<file path="config.mk">
export PLATFORM = sky130hd
export DESIGN_NAME = lspc_counter
export DESIGN_NICKNAME = d
export VERILOG_FILES = /design/src/lspc_pkg.sv /design/src/lspc_counter.sv /design/src/lspc_parts.sv
export SDC_FILE = /design/constraint.sdc
export NUM_CORES = 1
export LEC_CHECK = 0
export BUFFER_PORTS_ARGS = -buffer_cell sky130_fd_sc_hd__buf_2
export CAP_MARGIN = 20
export CORE_MARGIN = 1.5
export CORE_UTILIZATION = 45
export DETAILED_ROUTE_END_ITERATION = 10
export HOLD_SLACK_MARGIN = 0.05
export PLACE_DENSITY = 0.74
export SKIP_CTS_REPAIR_TIMING = 1
export SYNTH_ARGS = -nofsm -noshare
export SYNTH_HDL_FRONTEND = slang
export SYNTH_SLANG_ARGS = --single-unit
</file>
<file path="constraint.sdc">
create_clock -name clk -period 1.9 [get_ports clk]
set_input_delay 0.285 -clock clk [delete_from_list [all_inputs] [get_ports clk]]
set_output_delay 0.285 -clock clk [all_outputs]
set_load 0.1 [all_outputs]
</file>
<file path="src/lspc_pkg.sv">
package lspc_pkg;

  // Register map of the block.
  localparam logic [6:0]  LSPC_COUNT_PADDR    = 7'h04;
  localparam logic [6:0]  LSPC_MODE_RFADDR    = 7'h11;
  localparam logic [6:0]  LSPC_STATUS_RFADDR  = 7'h12;
  localparam int          LSPC_STATUS_BIT     = 3;

  // Widths of the data paths.
  localparam int          LSPC_COUNT_W        = 6;
  localparam int          LSPC_NIBBLE_W       = 4;
  localparam int          LSPC_DBF_W          = 16;
  localparam int          LSPC_ADDR_W         = 7;

  // Values after reset.
  localparam logic [5:0]  LSPC_COUNT_RESET    = 6'h00;
  localparam logic [1:0]  LSPC_MODE_RESET     = 2'h0;

  // Gate mode codes.
  localparam logic [1:0]  LSPC_MODE_CLOSED    = 2'h0;
  localparam logic [1:0]  LSPC_MODE_OPEN      = 2'h1;
  localparam logic [1:0]  LSPC_MODE_TIMED     = 2'h2;

  // Timing of the timed gate, in ns, at a 25 ns clock.
  localparam int          LSPC_CLK_NS         = 25;
  localparam int          LSPC_DELAY_NS       = 3375000 / 2;
  localparam int          LSPC_GATE_NS        = 1690000;
  localparam int          LSPC_DELAY_CYC      = (LSPC_DELAY_NS + LSPC_CLK_NS - 1) / LSPC_CLK_NS;
  localparam int          LSPC_GATE_CYC       = (LSPC_GATE_NS + LSPC_CLK_NS - 1) / LSPC_CLK_NS;

  // Gate clock generator states.
  typedef enum logic [1:0] {
    LSPC_TM_IDLE,
    LSPC_TM_WAIT,
    LSPC_TM_OPEN
  } lspc_tm_state_type;

endpackage

</file>
<file path="src/lspc_counter.sv">
// Function
// - Count amplified sync pulses in a 6-bit counter while the gate is open and at the close of a timed gate.
// - Pulse count is read-only at peripheral address 04H through the data buffer.
// - On overflow the pulse count wraps to 00H and keeps counting.
// - Power-on reset and clock stop clear the pulse count to 00H.
// - Gate mode is a 2-bit register at register file address 11H, read and written.
// - Gate closed mode: gate shut, counter and gate clock halted, bias off.
// - Gate mode returns to gate closed after power-on reset and clock stop.
// - While the pin feeds the counter, the port bit reads 0, registered one cycle behind the gate mode register.
// - Entering gate open mode clears the count, then counts continuously with bias on.
// - Timed mode clears count, waits 3.375/2 ms, then opens gate 1.69 ms.
// - In timed mode an input high at gate open or close counts once.
// - Gate clock generator runs only in timed mode.
// - Gate-open flag at bit 3 of 12H is high while the gate is open.
// - In timed mode the flag goes high as soon as the mode is written.
// - Writing 0010B to the gate mode register selects timed mode.
`timescale 1ns/1ps

module lspc_counter #(
  parameter int DELAY_CYC = lspc_pkg::LSPC_DELAY_CYC,
  parameter int GATE_CYC  = lspc_pkg::LSPC_GATE_CYC
) (
  // Clock and reset
  input  wire logic                             clk,
  input  wire logic                             rst_b,
  // Clock stop reset, a level from the same clock domain
  input  wire logic                             clk_stop,
  // Sync signal on the shared pin
  input  wire logic                             sync_counter_input_pin,
  // Register file access by register_file_read_instr and register_file_write_instr
  input  wire logic                             rf_rd_en,
  input  wire logic                             rf_wr_en,
  input  wire logic [lspc_pkg::LSPC_ADDR_W-1:0]   rf_addr,
  input  wire logic [lspc_pkg::LSPC_NIBBLE_W-1:0] rf_wr_data,
  output logic      [lspc_pkg::LSPC_NIBBLE_W-1:0] rf_rd_data,
  // Peripheral read by get into the data buffer
  input  wire logic                             periph_rd_en,
  input  wire logic [lspc_pkg::LSPC_ADDR_W-1:0]   periph_addr,
  output logic      [lspc_pkg::LSPC_DBF_W-1:0]    data_buffer_register,
  // Shared port bit read value
  output logic                                  shared_port_bit,
  // Front end and status
  output logic                                  input_bias_en,
  output logic                                  gate_open_status
);
  import lspc_pkg::*;

  // Code 11 is not a documented mode; it is taken as gate closed so that
  // a stray write leaves the pin unbiased rather than counting.
  function automatic logic [1:0] lspc_decode(input logic [1:0] raw);
    case (raw)
      LSPC_MODE_OPEN:  lspc_decode = LSPC_MODE_OPEN;
      LSPC_MODE_TIMED: lspc_decode = LSPC_MODE_TIMED;
      default:         lspc_decode = LSPC_MODE_CLOSED;
    endcase
  endfunction

  // Synchronised input and edge detect.
  logic                       sync_q;
  logic                       prev_reg;
  logic                       prev_next;
  logic                       rise;

  // Mode and count state.
  logic [1:0]                 mode_reg;
  logic [1:0]                 mode_next;
  logic [LSPC_COUNT_W-1:0]    count_reg;
  logic [LSPC_COUNT_W-1:0]    count_next;
  logic                       inc;

  // Output state.
  logic                       status_reg;
  logic                       status_next;
  logic                       bias_reg;
  logic                       bias_next;
  logic                       port_reg;
  logic                       port_next;
  logic [LSPC_NIBBLE_W-1:0]   rf_rd_reg;
  logic [LSPC_NIBBLE_W-1:0]   rf_rd_next;
  logic [LSPC_DBF_W-1:0]      dbf_reg;
  logic [LSPC_DBF_W-1:0]      dbf_next;

  // Decoded controls.
  logic                       mode_wr;
  logic                       start;
  logic                       timed_start;
  logic                       timed_run;
  logic                       tm_open;
  logic                       tm_first;
  logic                       tm_end;
  logic                       tm_busy_next;

  lspc_sync u_sync (
    .clk      (clk),
    .rst_b    (rst_b),
    .pin_in   (sync_counter_input_pin),
    .pin_sync (sync_q)
  );

  lspc_gate_timer #(
    .DELAY_CYC (DELAY_CYC),
    .GATE_CYC  (GATE_CYC)
  ) u_timer (
    .clk        (clk),
    .rst_b      (rst_b),
    .start      (timed_start),
    .run        (timed_run),
    .gate_open  (tm_open),
    .gate_first (tm_first),
    .gate_end   (tm_end),
    .busy_next  (tm_busy_next)
  );

  // Any write of a counting mode restarts the measurement, so software can
  // run a fresh timed gate by writing 0010B again once the flag is low.
  always_comb begin
    mode_wr     = rf_wr_en && (rf_addr == LSPC_MODE_RFADDR);
    start       = mode_wr && !clk_stop
                  && (lspc_decode(rf_wr_data[1:0]) != LSPC_MODE_CLOSED);
    timed_start = start && (lspc_decode(rf_wr_data[1:0]) == LSPC_MODE_TIMED);
    rise        = sync_q && !prev_reg;
    prev_next   = sync_q;
  end

  // Gate mode register.
  always_comb begin
    mode_next = mode_reg;
    if (clk_stop) begin
      mode_next = LSPC_MODE_RESET;
    end else if (mode_wr) begin
      mode_next = rf_wr_data[1:0];
    end
    timed_run = (lspc_decode(mode_next) == LSPC_MODE_TIMED);
  end

  // Pulse counter.
  always_comb begin
    inc = 1'b0;
    case (lspc_decode(mode_reg))
      LSPC_MODE_OPEN: begin
        inc = rise;
      end
      LSPC_MODE_TIMED: begin
        if (tm_first || tm_end) begin
          inc = sync_q;
        end else begin
          inc = tm_open && rise;
        end
      end
      default: begin
        inc = 1'b0;
      end
    endcase
    count_next = count_reg + {{(LSPC_COUNT_W-1){1'b0}}, inc};
    if (clk_stop || start) begin
      count_next = LSPC_COUNT_RESET;
    end
  end

  // Status, bias, port read value and read data.
  always_comb begin
    status_next = (lspc_decode(mode_next) == LSPC_MODE_OPEN)
                  || (timed_run && tm_busy_next);
    bias_next   = (lspc_decode(mode_next) != LSPC_MODE_CLOSED);
    port_next   = (lspc_decode(mode_reg) != LSPC_MODE_CLOSED) ? 1'b0 : sync_q;
    rf_rd_next  = rf_rd_reg;
    if (rf_rd_en) begin
      case (rf_addr)
        LSPC_MODE_RFADDR: begin
          rf_rd_next = {2'h0, mode_reg};
        end
        LSPC_STATUS_RFADDR: begin
          rf_rd_next = '0;
          rf_rd_next[LSPC_STATUS_BIT] = status_reg;
        end
        default: begin
          rf_rd_next = '0;
        end
      endcase
    end
    dbf_next = dbf_reg;
    if (periph_rd_en && (periph_addr == LSPC_COUNT_PADDR)) begin
      dbf_next = {{(LSPC_DBF_W-LSPC_COUNT_W){1'b0}}, count_reg};
    end
  end

  always_ff @(posedge clk or negedge rst_b) begin
    if (!rst_b) begin
      prev_reg   <= 1'b0;
      mode_reg   <= LSPC_MODE_RESET;
      count_reg  <= LSPC_COUNT_RESET;
      status_reg <= 1'b0;
      bias_reg   <= 1'b0;
      port_reg   <= 1'b0;
      rf_rd_reg  <= '0;
      dbf_reg    <= '0;
    end else begin
      prev_reg   <= prev_next;
      mode_reg   <= mode_next;
      count_reg  <= count_next;
      status_reg <= status_next;
      bias_reg   <= bias_next;
      port_reg   <= port_next;
      rf_rd_reg  <= rf_rd_next;
      dbf_reg    <= dbf_next;
    end
  end

  assign rf_rd_data           = rf_rd_reg;
  assign data_buffer_register = dbf_reg;
  assign shared_port_bit      = port_reg;
  assign input_bias_en        = bias_reg;
  assign gate_open_status     = status_reg;

  property p_closed_hold;
    @(posedge clk) disable iff (!rst_b)
      (lspc_decode(mode_reg) == LSPC_MODE_CLOSED) && !start && !clk_stop
        |=> (count_reg == $past(count_reg));
  endproperty
  a_closed_hold: assert property (p_closed_hold) else $error("Count moved while closed.");

  property p_gate_only;
    @(posedge clk) disable iff (!rst_b)
      (lspc_decode(mode_reg) == LSPC_MODE_TIMED) && !tm_open && !tm_end
        && !start && !clk_stop |=> (count_reg == $past(count_reg));
  endproperty
  a_gate_only: assert property (p_gate_only) else $error("Count moved with gate shut.");

  property p_wrap;
    @(posedge clk) disable iff (!rst_b)
      (count_reg == 6'h3F) && inc && !start && !clk_stop |=> (count_reg == LSPC_COUNT_RESET);
  endproperty
  a_wrap: assert property (p_wrap) else $error("Count did not wrap.");

  property p_stop_clear;
    @(posedge clk) disable iff (!rst_b)
      clk_stop |=> (count_reg == LSPC_COUNT_RESET) && (mode_reg == LSPC_MODE_CLOSED)
                   && !input_bias_en && !gate_open_status;
  endproperty
  a_stop_clear: assert property (p_stop_clear) else $error("Clock stop did not reset.");

  property p_mode_rw;
    @(posedge clk) disable iff (!rst_b)
      mode_wr && !clk_stop ##1 !mode_wr && !clk_stop
        ##1 (rf_rd_en && (rf_addr == LSPC_MODE_RFADDR) && !mode_wr)
        |=> (rf_rd_data == {2'h0, $past(rf_wr_data[1:0], 3)});
  endproperty
  a_mode_rw: assert property (p_mode_rw) else $error("Mode readback wrong.");

  property p_bias;
    @(posedge clk) disable iff (!rst_b)
      input_bias_en == (lspc_decode(mode_reg) != LSPC_MODE_CLOSED);
  endproperty
  a_bias: assert property (p_bias) else $error("Bias does not follow mode.");

  property p_port_zero;
    @(posedge clk) disable iff (!rst_b)
      (lspc_decode(mode_reg) != LSPC_MODE_CLOSED) |=> !shared_port_bit;
  endproperty
  a_port_zero: assert property (p_port_zero) else $error("Port bit not zero.");

  property p_start_clear;
    @(posedge clk) disable iff (!rst_b)
      start |=> (count_reg == LSPC_COUNT_RESET);
  endproperty
  a_start_clear: assert property (p_start_clear) else $error("Count not cleared on entry.");

  property p_edge_count;
    @(posedge clk) disable iff (!rst_b)
      (lspc_decode(mode_reg) == LSPC_MODE_TIMED) && (tm_first || tm_end) && sync_q
        && !start && !clk_stop |=> (count_reg == $past(count_reg) + 6'h01);
  endproperty
  a_edge_count: assert property (p_edge_count) else $error("High level at gate edge missed.");

  property p_status_write;
    @(posedge clk) disable iff (!rst_b)
      timed_start |=> gate_open_status && !tm_open;
  endproperty
  a_status_write: assert property (p_status_write) else $error("Flag late on mode write.");

  property p_status_close;
    @(posedge clk) disable iff (!rst_b)
      tm_end && (lspc_decode(mode_reg) == LSPC_MODE_TIMED) && !mode_wr && !clk_stop
        |-> !gate_open_status;
  endproperty
  a_status_close: assert property (p_status_close) else $error("Flag high after close.");

  property p_status_rd;
    @(posedge clk) disable iff (!rst_b)
      rf_rd_en && (rf_addr == LSPC_STATUS_RFADDR)
        |=> (rf_rd_data == {$past(status_reg), 3'h0});
  endproperty
  a_status_rd: assert property (p_status_rd) else $error("Status read wrong.");

  property p_count_rd;
    @(posedge clk) disable iff (!rst_b)
      periph_rd_en && (periph_addr == LSPC_COUNT_PADDR)
        |=> (data_buffer_register == {10'h000, $past(count_reg)});
  endproperty
  a_count_rd: assert property (p_count_rd) else $error("Count read wrong.");

  property p_open_decode;
    @(posedge clk) disable iff (!rst_b)
      mode_wr && !clk_stop && (rf_wr_data[1:0] == LSPC_MODE_OPEN) |=> gate_open_status;
  endproperty
  a_open_decode: assert property (p_open_decode) else $error("Code 01 did not open gate.");
endmodule

</file>
<file path="src/lspc_parts.sv">
`timescale 1ns/1ps

module lspc_sync (
  // Clock and reset
  input  wire logic clk,
  input  wire logic rst_b,
  // Asynchronous level in, synchronised level out
  input  wire logic pin_in,
  output logic      pin_sync
);
  logic meta_reg;
  logic sync_reg;

  always_ff @(posedge clk or negedge rst_b) begin
    if (!rst_b) begin
      meta_reg <= 1'b0;
      sync_reg <= 1'b0;
    end else begin
      meta_reg <= pin_in;
      sync_reg <= meta_reg;
    end
  end

  assign pin_sync = sync_reg;
endmodule

module lspc_gate_timer #(
  parameter int DELAY_CYC = lspc_pkg::LSPC_DELAY_CYC,
  parameter int GATE_CYC  = lspc_pkg::LSPC_GATE_CYC
) (
  // Clock and reset
  input  wire logic clk,
  input  wire logic rst_b,
  // Control from the gate mode logic
  input  wire logic start,
  input  wire logic run,
  // Gate state
  output logic      gate_open,
  output logic      gate_first,
  output logic      gate_end,
  output logic      busy_next
);
  import lspc_pkg::*;

  localparam int CW = $clog2((DELAY_CYC > GATE_CYC ? DELAY_CYC : GATE_CYC) + 1);

  lspc_tm_state_type state_reg;
  lspc_tm_state_type state_next;
  logic [CW-1:0]     cnt_reg;
  logic [CW-1:0]     cnt_next;
  logic              end_reg;
  logic              end_next;

  always_comb begin
    state_next = state_reg;
    cnt_next   = cnt_reg;
    end_next   = 1'b0;
    if (!run) begin
      state_next = LSPC_TM_IDLE;
      cnt_next   = '0;
    end else if (start) begin
      state_next = LSPC_TM_WAIT;
      cnt_next   = '0;
    end else begin
      case (state_reg)
        LSPC_TM_WAIT: begin
          if (cnt_reg == CW'(DELAY_CYC - 1)) begin
            state_next = LSPC_TM_OPEN;
            cnt_next   = '0;
          end else begin
            cnt_next = cnt_reg + 1'b1;
          end
        end
        LSPC_TM_OPEN: begin
          if (cnt_reg == CW'(GATE_CYC - 1)) begin
            state_next = LSPC_TM_IDLE;
            cnt_next   = '0;
            end_next   = 1'b1;
          end else begin
            cnt_next = cnt_reg + 1'b1;
          end
        end
        default: begin
          state_next = state_reg;
        end
      endcase
    end
  end

  always_ff @(posedge clk or negedge rst_b) begin
    if (!rst_b) begin
      state_reg <= LSPC_TM_IDLE;
      cnt_reg   <= '0;
      end_reg   <= 1'b0;
    end else begin
      state_reg <= state_next;
      cnt_reg   <= cnt_next;
      end_reg   <= end_next;
    end
  end

  assign gate_open  = (state_reg == LSPC_TM_OPEN);
  assign gate_first = gate_open && (cnt_reg == '0);
  assign gate_end   = end_reg;
  assign busy_next  = (state_next != LSPC_TM_IDLE);

  property p_gate_delay;
    @(posedge clk) disable iff (!rst_b)
      $rose(gate_open) |-> ($past(state_reg) == LSPC_TM_WAIT)
                           && ($past(cnt_reg) == CW'(DELAY_CYC - 1));
  endproperty
  a_gate_delay: assert property (p_gate_delay) else $error("Gate opened early.");

  property p_gate_len;
    @(posedge clk) disable iff (!rst_b)
      gate_end |-> $past(gate_open) && ($past(cnt_reg) == CW'(GATE_CYC - 1));
  endproperty
  a_gate_len: assert property (p_gate_len) else $error("Gate length wrong.");

  property p_idle_halt;
    @(posedge clk) disable iff (!rst_b)
      !run |=> (state_reg == LSPC_TM_IDLE) && !gate_open;
  endproperty
  a_idle_halt: assert property (p_idle_halt) else $error("Gate clock ran outside timed mode.");
endmodule

</file>
# Word-level counts from Yosys, hierarchy flattened
# Cells that the tools add are included.
# classes
addsub	2
n_mul	0
div	0
order_cmp	0
eq_ne	19
shift	0
n_mux	24
bitwise	0
reduce_logical	19
# ops
cell	count
2-to-1 mux 17 bit	4
equality test 17 bit (second input constant)	2
case mux 17 bit (2 select lines)	1
adder 17 x 1 -> 17 bit (second input constant)	1
zero test 17 bit	1
case mux 2 bit (2 select lines)	4
equality test 2 bit (second input constant)	7
equality test 7 x 5 -> 1 bit (second input constant)	2
equality test 2 x 1 -> 1 bit (second input constant)	6
2-to-1 mux 2 bit	6
logical AND 1 bit	9
case mux 4 bit (2 select lines)	1
nonzero test 2 bit	4
equality test 7 x 3 -> 1 bit (second input constant)	1
adder 6 x 1 -> 6 bit	1
2-to-1 mux 1 bit	6
2-to-1 mux 6 bit	1
inequality test 4 x 2 -> 1 bit (second input constant)	1
logical OR 1 bit	3
zero test 1 bit	2
case mux 1 bit (2 select lines)	1
# word_totals
reg_bits	44
latch_bits	0
mem_bits_rw	0
rom_bits	0
in_bits	25
word_cells	77
n_memories	0

# Longest topological paths before layout
# Gate-level depths: netlist of run 1.
# logic_depth
word_depth	11
ltp_mapped	11

# Modules after synthesis
# Synthesis of run 1 repeated with hierarchy kept, for this count alone.
# hier_totals
cells_unflattened	255
area_unflattened_um2	2483.6
# modules_own_cells
module	instances	cells_each	area_each_um2	seq_area_each_um2
lspc_gate_timer	1	149	1280.0	500.5
lspc_counter	1	104	1153.6	525.5
lspc_sync	1	2	50.0	50.0

# Worst setup path before layout of run 1
# Ideal clock, no wire load.
# synth_path
path_type	input to register
startpoint	input port rf_addr[1] (netlist bit)
endpoint	register u_timer.cnt_reg[14]
setup_ns	0.119
t_arrival_ns	2.381
slack_ns	-0.600
cell_stages	11
path_buffers	0
cell_sequence	nor4b_4 > nand2_1 > mux2i_1 > or2_2 > inv_1 > ha_1 > inv_1 > a311oi_2 > nor4_1 > xnor2_1 > nor2_1
# synth_between
elab_chain_cells	8
word_cells_on_any_way	14
# synth_rtl
element	line	source
start: declaration	lspc_counter.sv:33	input wire logic [lspc_pkg::LSPC_ADDR_W-1:0] rf_addr,
equality test 7 x 5 -> 1 bit *	lspc_counter.sv:117	mode_wr = rf_wr_en && (rf_addr == LSPC_MODE_RFADDR);
logical AND 1 bit *	lspc_counter.sv:117	
2-to-1 mux 2 bit *	lspc_counter.sv:130	end else if (mode_wr) begin
2-to-1 mux 2 bit *	lspc_counter.sv:128	if (clk_stop) begin
named net mode_next[1]	lspc_counter.sv:66	logic [1:0] mode_next;
equality test 2 bit or equality test 2 x 1 -> 1 bit (tied branches)	lspc_counter.sv:51	case (raw)
case mux 2 bit (2 select lines) *	lspc_counter.sv:51	
equality test 2 bit *	lspc_counter.sv:133	timed_run = (lspc_decode(mode_next) == LSPC_MODE_TIMED);
inequality test 4 x 2 -> 1 bit (no source line) or 2-to-1 mux 17 bit (tied branches)	-	
end signal: assignment	lspc_parts.sv:97	cnt_reg <= cnt_next;
end: declaration	lspc_parts.sv:49	logic [CW-1:0] cnt_reg;
# The timed path passes the listed nets; every way through them passes the cells marked *.
# A chain may end at the register's enable or synchronous reset.

# Final worst setup path of run 1
# layout_path
startpoint	input port rf_addr[1] (netlist bit)
endpoint	register u_timer.cnt_reg[3]
# The elaborated chain is that of the path after synthesis.

==> flow_summary.yaml, run 1 <==
critical_path:
  path_max_fanout: 5
  end_kind: "flop"
  critPathKind: "primary input to flop"
  path_cells: "buf_8 -> nor4b_4 -> nand2_2 -> mux2i_1 -> or2_4 -> inv_4 -> ha_4 -> inv_6 -> a311oi_4 -> clkbuf_16 -> buf_6 -> a31oi_1 -> o21ai_1"
  slowest_stage: "a311oi_4"
  required_ns: 2.14
  critPathMaxStageDelay_ns: 0.35
  startpoint_type: "primary input"
  cp.arrival_ns: 2.36
cts:
  cts_htree_levels: 2
  cts-root-buf: "clkbuf_8"
  clockBufferDepth: 2
  clk_pin_slew_worst_paths_ns: 0.09
  clkSinkCount: 43
  cts_tree: "yes"
  cts-buffers-inserted: 5
  clkLatencyLatePin_ns: 0.31
global_routing:
  grt_pass1_vias: 1956
  grt_max_degree: 44
  track_usage_pct: 19.5
  grt_pass1_wl_mm: 8.92
  antenna_found_initial: 0
  grt.overflow.total: 0
die:
  dieArea_um2: 5810
  die_w_um: 76.2
  core_um2: 5140
  initial_core_util_pct: 46.9
  rows: 26
  die_y_um: 76.2
  pin_count: 48
sta:
  setup_violations: 22
  final_max_slew_viol_count: 0
  worst_slew_pin_slew_ns: 0.546
  final_hold_viol_count: 0
  finClkSkew_ns: 0.00552
  worst_slew_margin_rel_pct: 63.6
  min_period_ns: 2.12
  fmax_ghz: 0.472
  period_share_pct: 112
  setup_ws_ns: -0.219
  grt_setup_unrepaired: "true"
drt:
  first_iter_violations: 105
  top_layer: "met4"
  wl_met1_mm: 2.61
  drtAntennaViolNets: 0
  dr_total_vias: 2129
  wl_met3_um: 282
  post_drt_via_cell_ratio: 5.35
  met2_length_mm: 2.91
  drcViolationCount: 0
  wl_per_cell_um: 14.7
  routed_wl_mm: 5.87
  first_pass_iters: 4
logic_synthesis:
  synth_compound_area_share_pct: 9.44
  synth_edf_count: 0
  async_flop_share_pct: 100
  synth_top_family_by_area: "simple AND/OR/NAND/NOR gates"
  synth_seq_area_share_pct: 44.6
  syn_avg_cell_area_um2: 10.2
  ys_types: 52
  ys_seq_elements: 43
  synthXorXnorAreaFrac_pct: 5.81
  yosys.area_share.simple_pct: 23.5
  muxShareOfSynthArea_pct: 3.22
  synth_flop_cell: "dfrtp_1"
  synth_cells: 237
  syn_area_um2: 2410
  ys_warn_count: 0
  synthAdderAreaFrac_pct: 5.71
cells_and_area:
  insertedDiodeCount: 0
  seqCellArea_um2: 1080
  final_cell_mix: "46 x buf_4, 43 x dfrtp_1, 32 x buf_2"
  syn_to_final_growth_pct: 40.0
  drive_above_1_share_pct: 44.8
  largest_register_ff_count: 17
  fillers: 424
  layout_commonest_cell: "buf_4"
  final_core_util_pct: 65.7
  multi_input_area_um2: 1380
  layout.nets: 363
pwr:
  irDropWorstVdd_uv: 496
  power_density_nw_per_um2: 554
  power.leakage_nw: 1.55
  fin_total_pwr_mw: 1.87
hold_path:
  hp-class: "primary input to asynchronous set/reset pin"
job:
  timing.max_cap.violations: 0
outcome:
  status: "finished with violations"
  violations: "negative setup slack"
place:
  place_congestion: 0.876
  port_buffers: 34
  hpwl_mm: 3.84
==> cell type report <==
| class | count | area share, % |
|---|---|---|
| clock buffers | 5 | 2.04 |
| clock inverters | 3 | 1.41 |
| inverters | 17 | 2.11 |
| multi-input cells | 173 | 41.0 |
| flip-flops and latches | 43 | 31.9 |
| well taps | 70 | 2.59 |
| repair buffers | 87 | 19.0 |
==> synth_stat cells, types with 2 or more instances <==
master | instances | share of area (%)
o2bb2ai_1 | 2 | 0.73
o21ai_0 | 4 | 0.83
a31oi_1 | 2 | 0.52
ha_1 | 11 | 5.7
nand4_1 | 8 | 2.1
and3_2 | 2 | 0.62
xor2_1 | 8 | 2.9
dfrtp_1 | 43 | 45
nand3_1 | 16 | 3.3
o31ai_1 | 2 | 0.62
nor2_1 | 24 | 3.7
buf_4 | 11 | 3.4
inv_1 | 17 | 2.6
nand3b_1 | 2 | 0.62
or2_2 | 2 | 0.52
nor4b_1 | 2 | 0.73
o22ai_1 | 3 | 0.78
nor3_1 | 4 | 0.83
buf_6 | 2 | 0.93
nor4_1 | 6 | 1.6
and3_1 | 3 | 0.78
nand2_1 | 20 | 3.1
xnor2_1 | 8 | 2.9
a21oi_1 | 2 | 0.41
mux2_2 | 6 | 2.8
==> path summary, 6_finish.rpt <==
kind,from,to,slack [ns],depth (start not counted)
max reg2reg,u_timer.cnt_reg[6],count_reg[4],-0.18,10
min,rst_b,u_timer.cnt_reg[4],0.03,2
max in group asynchronous,rst_b,gate_open_status,1.49,2
max,rf_addr[1],u_timer.cnt_reg[3],-0.22,13
min in group clk,sync_counter_input_pin,u_sync.meta_reg,0.08,1
min reg2reg,u_sync.meta_reg,u_sync.pin_sync,0.37,0
==> per-layer routing <==
| layer | global-route usage, % | up-vias |
|---|---|---|
| met3 | 4.55 | 8 |
| li1 | - | 1002 |
| met4 | 8.15 | 0 |
| met1 | 25.0 | 1058 |
| met5 | 0 | - |
| met2 | 31.7 | 61 |
==> stage by stage <==
| step | instances | hold slack, ns | setup TNS [ns] | setup slack [ns] | area, um^2 |
|---|---|---|---|---|---|
| final | 398 | 0.0330 | -2.98 | -0.219 | 3380 |
| after global routing | 398 | 0.0596 | -4.83 | -0.325 | 3380 |
| after CTS | 387 | 0.0529 | -3.28 | -0.255 | 3130 |
| after detailed placement | 379 | 0.354 | -8.03 | -0.449 | 3010 |
| after global placement | 379 | 0.335 | -6.93 | -0.392 | 3010 |
| after floorplan | 247 | -0.0106 | -7.63 | -0.512 | 2540 |
==> where the power goes <==
part | leakage [nW] | total (mW) | internal [mW] | switching (mW)
combinational | 0.899 | 0.193 | 0.0407 | 0.152
clock | 0.0587 | 0.757 | 0.399 | 0.358
sequential | 0.592 | 0.922 | 0.919 | 0.00264
total | 1.55 | 1.87 | 1.36 | 0.513
==> cells by family after synthesis <==
family | after synthesis
compound gates | 26
xor+xnor | 16
fa+ha+maj | 11
buf+inv | 31
flops | 43
mux | 7
other cells | 1
simple gates | 102
==> critical path: cells and delay by family <==
family,cells,cell delay (ns)
AO/OA/AOI/OAI,3,0.53
adder cells (fa/ha/maj),1,0.15
buffers and inverters,5,0.55
multiplexers,1,0.14
AND/OR/NAND/NOR,3,0.70
Note: power is estimated with default switching activity, not from simulation.
==> inputs of run 2 (changes only) <==
--- a/config.mk
+++ b/config.mk
@@ -7,11 +7,10 @@
 export LEC_CHECK = 0
 export BUFFER_PORTS_ARGS = -buffer_cell sky130_fd_sc_hd__buf_2
 export CAP_MARGIN = 20
-export CORE_MARGIN = 1.5
 export CORE_UTILIZATION = 45
 export DETAILED_ROUTE_END_ITERATION = 10
 export HOLD_SLACK_MARGIN = 0.05
-export PLACE_DENSITY = 0.74
+export PLACE_DENSITY = 0.71
 export SKIP_CTS_REPAIR_TIMING = 1
 export SYNTH_ARGS = -nofsm -noshare
 export SYNTH_HDL_FRONTEND = slang
==> constraint.sdc (replaced) <==
create_clock -name clk -period 2.2 [get_ports clk]
set_input_delay 0.33 -clock clk [delete_from_list [all_inputs] [get_ports clk]]
set_output_delay 0.33 -clock clk [all_outputs]
set_load 0.1 [all_outputs]
==> flow_summary.yaml, run 2 (synthesis gave the netlist of run 1 again) <==
pwr:
  irDropWorstVdd_uv: 251
  power.leakage_nw: 1.36
  power_density_nw_per_um2: 490
sta:
  worst_slew_margin_rel_pct: 64.3
  worst_slew_pin_slew_ns: 0.535
  setup_violations: 0
  final_hold_viol_count: 0
  final_max_slew_viol_count: 0
  period_share_pct: 96.4
  min_period_ns: 2.12
  grt_setup_unrepaired: "true"
  whs_ns: 0.0903
  fmax_ghz: 0.472
  finClkSkew_ns: 0.00645
global_routing:
  grt_use_met1_pct: 25.8
  track_usage_pct: 19.2
  grt.overflow.total: 0
  grt_max_degree: 44
  antenna_found_initial: 0
  grt_pass1_vias: 1804
  top_usage_layer: "met2"
  grt_pass1_wl_mm: 8.14
  use_met3_pct: 4.55
  grtUsageMet2_pct: 30.8
die:
  initial_core_util_pct: 46.9
  pin_count: 48
  dieArea_um2: 5660
  rows: 26
  die_w_um: 75.2
  core_um2: 5140
  die_y_um: 75.2
hold_path:
  hp-class: "primary input to asynchronous set/reset pin"
cts:
  cts-root-buf: "clkbuf_8"
  clkSinkCount: 43
  cts-buffers-inserted: 5
  clk_pin_slew_worst_paths_ns: 0.09
  cts_htree_levels: 2
  clkLatencyLatePin_ns: 0.30
  cts_tree: "yes"
  clockBufferDepth: 2
critical_path:
  path_max_fanout: 2
  required_ns: 2.37
  startpoint_type: "flop"
  end_kind: "flop"
  reg2reg_slack_ns: 0.08
  cp.arrival_ns: 2.29
  critPathKind: "flop to flop"
cells_and_area:
  layout_commonest_cell: "dfrtp_1"
  design_area_um2: 3050
  instances_no_fill: 373
  drive_above_1_share_pct: 36.6
  syn_to_final_growth_pct: 26.6
  layout.nets: 338
  final_cell_mix: "43 x dfrtp_1, 34 x buf_2, 27 x buf_4"
  largest_register_ff_count: 17
  final_core_util_pct: 59.4
  insertedDiodeCount: 0
drt:
  drcViolationCount: 0
  wl_per_cell_um: 13.4
  post_drt_via_cell_ratio: 5.25
  routed_wl_mm: 4.99
  first_pass_iters: 4
  dr_total_vias: 1959
  first_iter_violations: 80
  drtAntennaViolNets: 0
job:
  timing.max_cap.violations: 0
place:
  port_buffers: 34
  placed_cell_area_um2: 2870
  hpwl_mm: 3.72
  dp.cells: 364
  place_congestion: 0.920
outcome:
  status: "finished clean"
[run 2: metrics by stage]
stage	setup slack, ns	power, mW	setup TNS, ns
2_1_floorplan	-0.257	0.937	-2.65
3_3_place_gp	-0.145	0.972	-1.60
3_5_place_dp	-0.234	0.974	-2.96
4_1_cts	-0.0448	1.51	-0.0899
5_1_grt	-0.0526	1.55	-0.112
6_report	0.0793	1.50	0
[run 2: final cells by class]
| type | instances | area, um^2 |
|---|---|---|
| Multi-Input combinational cell | 173 | 1330 |
| Inverter | 17 | 66.3 |
| Fill cell | 478 | 2090 |
| Timing Repair Buffer | 62 | 393 |
| Sequential cell | 43 | 1080 |
| Tap cell | 70 | 87.6 |
| Clock buffer | 6 | 82.6 |
| Clock inverter | 2 | 16.3 |
[run 2: path summary, 6_finish.rpt]
check	start	to	cells past startpoint
min	rst_b	input_bias_en	2
max in group asynchronous	rst_b	u_timer.cnt_reg[2]	2
max reg2reg	u_timer.cnt_reg[9]	count_reg[4]	10
min reg2reg	u_sync.meta_reg	u_sync.pin_sync	0
max	u_timer.cnt_reg[9]	count_reg[4]	10
min in group clk	sync_counter_input_pin	u_sync.meta_reg	1
[run 2: worst max-delay path, stage by stage (launching register included)]
cell and delay [ns]:
dfrtp_1 0.39, nor3_1 0.28, nand2_1 0.16, o31ai_4 0.25
a21oi_1 0.09, o21ai_1 0.15, ha_2 0.25, ha_4 0.15
nand3_2 0.07, xor2_1 0.15, nor2_1 0.06
[run 2: routing by layer]
| metal | up-vias | part of all wire, % |
|---|---|---|
| li1 | 952 | - |
| met4 | 0 | 0.88 |
| met3 | 6 | 4.0 |
| met2 | 60 | 49 |
| met5 | - | 0 |
| met1 | 941 | 46 |
[run 2: where the power goes]
group	switching, mW	internal (mW)	leakage, nW
Clock	0.284	0.256	0.0474
Combinational	0.130	0.0313	0.724
Sequential	0.00232	0.794	0.592
Total	0.416	1.08	1.36
